### config.mk
export PLATFORM = sky130hd
export DESIGN_NAME = pieb_top
export DESIGN_NICKNAME = d
export VERILOG_FILES = /design/src/pieb_top.v /design/src/pieb_gate.v
export VERILOG_INCLUDE_DIRS = /design/src /design/src/src
export SDC_FILE = /design/constraint.sdc
export NUM_CORES = 1
export LEC_CHECK = 0
export ABC_AREA = 1
export CORE_MARGIN = 2
export CORE_UTILIZATION = 66
export CTS_BUF_LIST = sky130_fd_sc_hd__clkbuf_16
export CTS_CLUSTER_DIAMETER = 40
export DETAILED_ROUTE_END_ITERATION = 10
export DONT_BUFFER_PORTS = 1
export PLACE_DENSITY = 0.82
export SETUP_SLACK_MARGIN = 0.1
export SLEW_MARGIN = 10
export SYNTH_ARGS = -nofsm -noshare
export SYNTH_HDL_FRONTEND = slang
export SYNTH_SLANG_ARGS = --single-unit
export TNS_END_PERCENT = 10
### constraint.sdc
create_clock -name clock_i -period 8.4 [get_ports clock_i]
set_clock_uncertainty 0.2 [all_clocks]
set_input_delay 0 -clock clock_i [delete_from_list [all_inputs] [get_ports clock_i]]
set_output_delay 0 -clock clock_i [all_outputs]
set_load 0.03 [all_outputs]
### src/pieb_defs.vh
// register offsets, widths and reset values of the port input enable bank
`ifndef PIEB_DEFS_VH
`define PIEB_DEFS_VH
`define PIEB_ADDR_W       16
`define PIEB_DATA_W       8
`define PIEB_OFF_PORTA    16'h30B8
`define PIEB_OFF_PORTB    16'h30B9
`define PIEB_OFF_PORTC    16'h30BA
`define PIEB_OFF_PORTD    16'h30BB
`define PIEB_RST_PORTA    1'h0
`define PIEB_RST_PORTB    8'h00
`define PIEB_RST_PORTC    8'h00
`define PIEB_RST_PORTD    8'h00
`define PIEB_PORTA_BIT    0
`endif

### src/pieb_top.v
// port input enable bank: registers for port A bit 0 and ports B, C, D
//
// Strobed register access is this design's own decision.
`timescale 1ns/10ps
`include "pieb_defs.vh"
// How it works
// - Port B enable register sits at 0x30B9, eight read/write bits, bit n for pin n.
// - A port B enable bit at 0 blocks that pin's input and at 1 passes it.
// - Port C enable register sits at 0x30BA, eight read/write bits, bit n for pin n.
// - A port C enable bit at 0 blocks that pin's input and at 1 passes it.
// - Port D enable register sits at 0x30BB, eight read/write bits, bit n for pin n.
// - A port D enable bit at 0 blocks that pin's input and at 1 passes it.
// - Port A bit 0 enable is read/write and blocks at 0, passes at 1.
module pieb_top
(
	// clock and reset
	input  wire                     clock_i,
	input  wire                     reset_i,
	// register port
	input  wire [`PIEB_ADDR_W-1:0]  addr_i,
	input  wire [`PIEB_DATA_W-1:0]  wdata_i,
	input  wire                     wr_i,
	input  wire                     rd_i,
	output reg  [`PIEB_DATA_W-1:0]  rdata_o,
	// pins
	input  wire                     porta_pin_i,
	input  wire [7:0]               portb_pin_i,
	input  wire [7:0]               portc_pin_i,
	input  wire [7:0]               portd_pin_i,
	// gated inputs
	output wire                     porta_in_o,
	output wire [7:0]               portb_in_o,
	output wire [7:0]               portc_in_o,
	output wire [7:0]               portd_in_o,
	// enables as stored
	output reg                      porta_in_gate_0,
	output reg  [7:0]               portb_in_gate_r,
	output reg  [7:0]               portc_in_gate_r,
	output reg  [7:0]               portd_in_gate_r
);
	reg [`PIEB_DATA_W-1:0] rdata_nxt;

	always @(posedge clock_i or posedge reset_i)
	begin
		if (reset_i)
		begin
			porta_in_gate_0 <= `PIEB_RST_PORTA;
			portb_in_gate_r <= `PIEB_RST_PORTB;
			portc_in_gate_r <= `PIEB_RST_PORTC;
			portd_in_gate_r <= `PIEB_RST_PORTD;
		end
		else if (wr_i)
		begin
			case (addr_i)
				`PIEB_OFF_PORTA: porta_in_gate_0 <= wdata_i[`PIEB_PORTA_BIT];
				`PIEB_OFF_PORTB: portb_in_gate_r <= wdata_i;
				`PIEB_OFF_PORTC: portc_in_gate_r <= wdata_i;
				`PIEB_OFF_PORTD: portd_in_gate_r <= wdata_i;
				default:         porta_in_gate_0 <= porta_in_gate_0;
			endcase
		end
	end

	// read mux; unmapped and port A upper bits read zero
	always @*
	begin
		rdata_nxt = {`PIEB_DATA_W{1'b0}};
		case (addr_i)
			`PIEB_OFF_PORTA: rdata_nxt[`PIEB_PORTA_BIT] = porta_in_gate_0;
			`PIEB_OFF_PORTB: rdata_nxt = portb_in_gate_r;
			`PIEB_OFF_PORTC: rdata_nxt = portc_in_gate_r;
			`PIEB_OFF_PORTD: rdata_nxt = portd_in_gate_r;
			default:         rdata_nxt = {`PIEB_DATA_W{1'b0}};
		endcase
	end

	always @(posedge clock_i or posedge reset_i)
	begin
		if (reset_i)
			rdata_o <= {`PIEB_DATA_W{1'b0}};
		else if (rd_i)
			rdata_o <= rdata_nxt;
		else
			rdata_o <= {`PIEB_DATA_W{1'b0}};
	end

	pieb_gate #(.WIDTH(1)) u_gate_a
	(
		.clock_i  (clock_i),
		.reset_i  (reset_i),
		.enable_i (porta_in_gate_0),
		.pin_i    (porta_pin_i),
		.data_o   (porta_in_o)
	);

	pieb_gate #(.WIDTH(8)) u_gate_b
	(
		.clock_i  (clock_i),
		.reset_i  (reset_i),
		.enable_i (portb_in_gate_r),
		.pin_i    (portb_pin_i),
		.data_o   (portb_in_o)
	);

	pieb_gate #(.WIDTH(8)) u_gate_c
	(
		.clock_i  (clock_i),
		.reset_i  (reset_i),
		.enable_i (portc_in_gate_r),
		.pin_i    (portc_pin_i),
		.data_o   (portc_in_o)
	);

	pieb_gate #(.WIDTH(8)) u_gate_d
	(
		.clock_i  (clock_i),
		.reset_i  (reset_i),
		.enable_i (portd_in_gate_r),
		.pin_i    (portd_pin_i),
		.data_o   (portd_in_o)
	);
endmodule

### src/pieb_gate.v
// one port's WIDTH input gates (eight for ports B, C, D, one for port A): pin sync and enable masking
`timescale 1ns/10ps
module pieb_gate
#(
	parameter WIDTH = 8
)
(
	// clock and reset
	input  wire             clock_i,
	input  wire             reset_i,
	// enables and pins
	input  wire [WIDTH-1:0] enable_i,
	input  wire [WIDTH-1:0] pin_i,
	// gated input
	output reg  [WIDTH-1:0] data_o
);
	reg [WIDTH-1:0] sync1_r;
	reg [WIDTH-1:0] sync2_r;

	always @(posedge clock_i or posedge reset_i)
	begin
		if (reset_i)
		begin
			sync1_r <= {WIDTH{1'b0}};
			sync2_r <= {WIDTH{1'b0}};
			data_o  <= {WIDTH{1'b0}};
		end
		else
		begin
			sync1_r <= pin_i;
			sync2_r <= sync1_r;
			// disabled path reads as zero
			data_o  <= sync2_r & enable_i;
		end
	end
endmodule

==> flow_summary_export.csv, run 1 <==
group,metric,value,unit
clocking,cts.sinks,108,
pwr,p_per_area,211.1,nW/um^2
yosys,yosysSeqAreaShare,0.7246,
drt,vias_per_cell,5.251,
critical_path,reg2reg_depth,5,
final_layout,mostFrequentLayoutCell,"dfrtp_1",
die,rows,27,
clocking,cts_root_buffer,"clkbuf_16",
global_route,grt_pass1_wl,12210,microns
critical_path,crit_required,8.43,ns
pwr,p_switching,201.8,uW
yosys,synth_top_cells_by_area,"dfrtp_1, nand2_1, inv_1, o21ai_2, nor2_1",
critical_path,regToRegStartpoint,"porta_in_gate_0$_DFFE_PP0P_",
drt,drc_errors,0,
yosys,synth_top_family_by_area,"simple AND/OR/NAND/NOR gates",
sta,hold_violations,0,
outcome,outcome,"completed",
yosys,synthMuxAreaShare,0,
final_layout,postLayoutCellArea,4639,sq um
sta,period_share,0.4774,
yosys,synth-simple-area-share,0.1489,
sta,worst_pin_slew,0.7072,ns
sta,setup_violations,0,
sta,relSlewSlack,0.5285,
critical_path,cp-start-kind,"input pin",
placed_design,post-dp-hpwl,4450,microns
critical_path,reg2reg_slack,6.56,ns
yosys,yosysTopAreaCellShare,0.7246,
die,ios,111,
sta,fin_ws,4.390,ns
yosys,synth_fa_ha_area_frac,0,
sta,tns,0,ns
final_layout,final_util,0.8477,
job,drv_cap,0,
global_route,overflow,0,
yosys,synth.distinct_cells,19,
final_layout,fin_cells,463,
yosys,yosysWarningCount,0,
pwr,clkPwrFrac,0.416,
placed_design,pre_cts_slack,6.992,ns
final_layout,drive_above_1_share,0.1330,
placed_design,place_inst,392,
yosys,synth_top_area_cell,"dfrtp_1",
die,die_h,79.18,microns
drt,first_pass_iters,5,
critical_path,cp.arrival,4.04,ns
drt,postRouteAntennaNets,0,
pwr,vdd_drop_max,154.4,uV
pwr,pwr-share-seq,0.547,
clocking,cts_buffers,9,
yosys,synth_nets,376,
hold_path,hp-class,"input pin to async pin",
yosys,synth_compound_area_frac,0.06038,
clocking,cts_buffer_depth,2,
global_route,grt_max_degree,60,
sta,holdWs,0.008057,ns
drt,vias,2431,
final_layout,syn_to_final_growth,24.39,%
critical_path,crit_type,"input pin to register",
critical_path,crit_path_end_kind,"register",
placed_design,gp_routability_congestion,0.7818,
drt,drt_iter0_markers,224,
critical_path,rr_endpoint,"rdata_o[0]$_DFF_PP0_",
placed_design,portBuffers,0,
drt,wl_per_cell,16.45,microns
sta,slew_violations,0,
die,start_util,0.6815,
clocking,cts_tree,"done",
yosys,ys_ff_latch,108,
final_layout,final_nets,440,
global_route,grt_pass1_vias,2467,
global_route,grt_use_total,0.2661,
sta,rsz0062_at_grt,"false",
pwr,p_leak,2.399,nW
final_layout,num_antenna_cells,0,
critical_path,cp_max_fo,16,
final_layout,final_cell_mix,"dfrtp_1, nand2_1, dlygate4sd3_1, inv_1, nor2_1",
clocking,clk_latency,0.34,ns
clocking,clkTransAtPathRegs,0.07,ns
yosys,syn-instance-count,323,
yosys,postSynthAreaPerCell,11.55,sq um
clocking,h-tree-depth,3,
global_route,antenna_found_initial,0,
clocking,postCtsSetupRepairBufs,0,
yosys,synth_area,3730,sq um
clocking,hold_buffers,56,
drt,finalWirelength,7616,microns
clocking,post_cts_resized,0,
sta,period_needed,4.010,ns
placed_design,post_dp_cell_area,3789,sq um
yosys,synthXorXnorAreaFrac,0,
pwr,power.internal,777.7,uW
die,coreArea,5473,sq um
pwr,total_power,979.6,uW
pwr,pwr-share-comb,0.037,
sta,max_freq,249.4,MHz
die,die_w,79.18,microns
pwr,swShare,0.2060,
die,die_area,6269,sq um
==> power groups by stage <==
stage / registers [mW] / logic, mW / clock network [mW]
detailed placement: 0.545 / 0.0177 / 0
floorplan: 0.544 / 0.0138 / 0
CTS: 0.535 / 0.0361 / 0.411
global route: 0.536 / 0.0406 / 0.432
global placement: 0.545 / 0.0173 / 0
finish: 0.535 / 0.0362 / 0.408
==> logic make-up after synthesis <==
group,Yosys count
compound gates,30
flops,108
simple gates,127
buf+inv,58
==> synthesized netlist by cell type, drive strengths merged <==
| cell | instances |
|---|---|
| buf | 4 |
| o21ai | 27 |
| nand3 | 11 |
| nand2 | 88 |
| a21oi | 3 |
| inv | 52 |
| dfrtp | 108 |
| nor2 | 27 |
| clkinv | 2 |
| nand4 | 1 |
==> per-layer routing <==
metal,share of wire,wire length [microns],GRT usage,up-vias
met1,0.37,2837,0.3177,1179
met2,0.52,3931,0.4458,129
met4,0.034,256,0.1448,0
met5,0,0,0,-
li1,-,-,-,1097
met3,0.078,591,0.06705,26
==> worst max path at each step <==
stage                     slack, ns        from                             end
final                          4.39  addr_i[14]  portb_in_gate_r[5]$_DFFE_PP0P_
after global routing           4.27  addr_i[14]  portb_in_gate_r[6]$_DFFE_PP0P_
after CTS                      4.55  addr_i[14]  portb_in_gate_r[5]$_DFFE_PP0P_
after detailed placement       6.99   addr_i[9]  portb_in_gate_r[5]$_DFFE_PP0P_
after global placement         7.03  addr_i[11]  portb_in_gate_r[1]$_DFFE_PP0P_
after floorplan                5.35     reset_i     porta_in_gate_0$_DFFE_PP0P_
==> flip-flops by register name, indices dropped and copies added, names as in the netlist, 8 cells and up <==
name              flops
portb_in_gate_r       8
portc_in_gate_r       8
portd_in_gate_r       8
rdata_o               8
u_gate_b.data_o       8
u_gate_b.sync1_r      8
u_gate_b.sync2_r      8
u_gate_c.data_o       8
u_gate_c.sync1_r      8
u_gate_c.sync2_r      8
u_gate_d.data_o       8
u_gate_d.sync1_r      8
u_gate_d.sync2_r      8
==> layout make-up <==
class                   count  area (sq um)
flip-flops and latches    108          2703
clock buffers               9         225.2
fillers                   260         833.3
inverters                  54         207.7
repair buffers             57         568.0
well taps                  72         90.09
multi-input cells         157         780.7
clock inverters             6         65.06
==> worst max-delay path: stages <==
cell           delay (ns)
dlygate4sd3_1        0.53
nor2_1               0.08
dlygate4sd3_1        0.57
nand2_1              0.06
dlygate4sd3_1        0.59
nor2_4               0.21
dlygate4sd3_1        0.75
nand3_2              0.16
dlygate4sd3_1        0.62
inv_2                0.10
nand2_4              0.15
nand2_1              0.13
o21ai_2              0.06
Power figures use the tool's default switching activity.
==> run 2, diff against run 1 <==
- CORE_UTILIZATION: 66 -> 55
- PLACE_DENSITY: 0.82 -> 0.73
- clock period: 8.4 -> 3.4 ns (I/O delays scaled with it)
==> run 2 against run 1 <==
The flow now finishes with violations (negative hold slack). Sequential power is 150% higher. Worst hold slack worse by 0.021 ns. Core utilization is 16 points lower. Total power is 140% higher. Design area is 0.65% lower. Register-to-register slack worse by 4.9 ns. Count of clock-buffer cells in the layout stayed put. Largest cell class unchanged.
==> flow_summary_export.csv, run 2 (same netlist as run 1, synthesis figures left out) <==
group,metric,value,unit
critical_path,crit_type,"input pin to register",
critical_path,cp-start-kind,"input pin",
clocking,clk_latency,0.34,ns
clocking,cts_root_buffer,"clkbuf_16",
final_layout,num_antenna_cells,0,
clocking,cts_buffers,9,
global_route,busiest_layer,"met2",
sta,max_freq,330.6,MHz
final_layout,multi_input_area,780.7,sq um
global_route,gr-usage-met3,0.06952,
die,die_area,7456,sq um
pwr,p_per_area,503.9,nW/um^2
die,ios,111,
drt,drc_errors,0,
sta,relSlewSlack,0.3894,
drt,drt_iter0_markers,136,
global_route,grt_pass1_vias,2375,
drt,wl_per_cell,15.38,microns
critical_path,cp_top_family,"buffers and inverters",
final_layout,fin_cells,471,
clocking,cts_tree,"done",
critical_path,cp_max_fo,7,
sta,setup_violations,0,
critical_path,crit_path_end_kind,"register",
die,coreArea,6681,sq um
placed_design,place_inst,400,
pwr,vdd_drop_max,428.5,uV
global_route,grt_use_met2,0.3462,
global_route,overflow,0,
final_layout,mostFrequentLayoutCell,"dfrtp_1",
final_layout,seqCellArea,2703,sq um
clocking,cts.sinks,108,
placed_design,portBuffers,0,
clocking,cts_buffer_depth,2,
sta,slew_violations,0,
final_layout,drive_above_1_share,0.1304,
pwr,p_leak,2.401,nW
global_route,grt_pass1_wl,11540,microns
final_layout,nFillCells,500,
final_layout,final_cell_mix,"dfrtp_1, nand2_1, dlygate4sd3_1, inv_1, nor2_1",
drt,postRouteAntennaNets,0,
final_layout,final_nets,439,
drt,vias_per_cell,4.866,
sta,rsz0062_at_grt,"false",
die,rows,30,
sta,holdWs,-0.01263,ns
outcome,outcome,"finished, violations left",
outcome,violations,"negative hold slack",
drt,first_pass_iters,4,
final_layout,syn_to_final_growth,23.58,%
placed_design,post-dp-hpwl,4370,microns
global_route,grtUsageMet1,0.2495,
sta,tns,0,ns
critical_path,crit_chain,"dlygate4sd3_1 > nor2_1 > dlygate4sd3_1 > nand2_1 > nor2_2 > dlygate4sd3_1 > nand2_2 > nand3_1 > nand2_1 > a21oi_1 > dlygate4sd3_1",
sta,worst_pin_slew,0.9159,ns
job,drv_cap,0,
drt,vias,2292,
sta,period_share,0.8896,
sta,period_needed,3.025,ns
critical_path,crit_required,3.47,ns
global_route,grt_use_total,0.2072,
critical_path,crit_top_cell,"dlygate4sd3_1",
critical_path,cp.arrival,3.10,ns
global_route,grt_max_degree,80,
critical_path,max_stage_delay,0.59,ns
critical_path,cp_num_buf_inv,4,
sta,hold_violations,1,
die,die_w,86.35,microns
critical_path,slowest_stage,"dlygate4sd3_1",
die,start_util,0.5582,
drt,finalWirelength,7242,microns
clocking,postCtsSetupRepairBufs,0,
die,die_h,86.35,microns
global_route,antenna_found_initial,0,
clocking,clkTransAtPathRegs,0.06,ns
hold_path,hp-class,"input pin to register",
placed_design,gp_routability_congestion,0.7476,
clocking,h-tree-depth,3,
run 2: worst register-to-register path, stage by stage, from the launching register on:
cell and delay (ns):
dfrtp_1 0.52, nand3_1 0.15, nand2_1 0.06, nor2_1 0.10, a21oi_1 0.05, dlygate4sd3_1 0.57
run 2: path summary, 6_finish.rpt:
check	depth (start not counted)	end	slack, ns	from
max	11	rdata_o[0]$_DFF_PP0_	0.38	addr_i[0]
min	8	rdata_o[1]$_DFF_PP0_	-0.01	addr_i[3]
max reg2reg	5	rdata_o[0]$_DFF_PP0_	1.63	portc_in_gate_r[0]$_DFFE_PP0P_
min reg2reg	0	u_gate_c.sync2_r[0]$_DFF_PP0_	0.15	u_gate_c.sync1_r[0]$_DFF_PP0_
max in group asynchronous	3	portd_in_gate_r[3]$_DFFE_PP0P_	1.91	reset_i
min in group asynchronous	2	u_gate_b.sync1_r[4]$_DFF_PP0_	0.16	reset_i
run 2: final cells by class:
type / count / area share
repair buffers: 56 / 0.1211
clock buffers: 9 / 0.04886
flip-flops and latches: 108 / 0.5863
clock inverters: 7 / 0.007600
well taps: 80 / 0.02172
inverters: 54 / 0.04506
multi-input cells: 157 / 0.1694
run 2: power breakdown:
group | internal (mW) | leakage (nW) | switching, mW | total, mW
sequential | 1.31 | 1.39 | 0.00773 | 1.32
clock | 0.487 | 0.139 | 0.424 | 0.912
combinational | 0.0400 | 0.868 | 0.0487 | 0.0887
run 2: repair_timing:
item / CTS / global route
hold buffers: 56 / 0
hold endpoints to repair: 136 / 0
gates resized for setup: 0 / 0
setup endpoints to repair: 0 / 1
run 2: through the flow:
step	cell area, sq um	setup WS (ns)	power (mW)	hold slack [ns]	utilization
after floorplan	3730	0.3544	1.379	-0.1686	-
after global placement	3799	2.027	1.388	-0.1685	0.5685
after detailed placement	3799	1.962	1.391	-0.1685	0.5685
after CTS	4619	0.1944	2.345	0.001520	0.6914
after global routing	4609	0.2273	2.413	0.006339	0.6899
final	4609	0.3755	2.323	-0.01263	0.6899
run 2: layer usage:
| layer | share of wire | vias to the layer above |
|---|---|---|
| li1 | - | 1101 |
| met4 | 0.019 | 0 |
| met5 | 0 | - |
| met3 | 0.067 | 13 |
| met1 | 0.42 | 1099 |
| met2 | 0.49 | 79 |
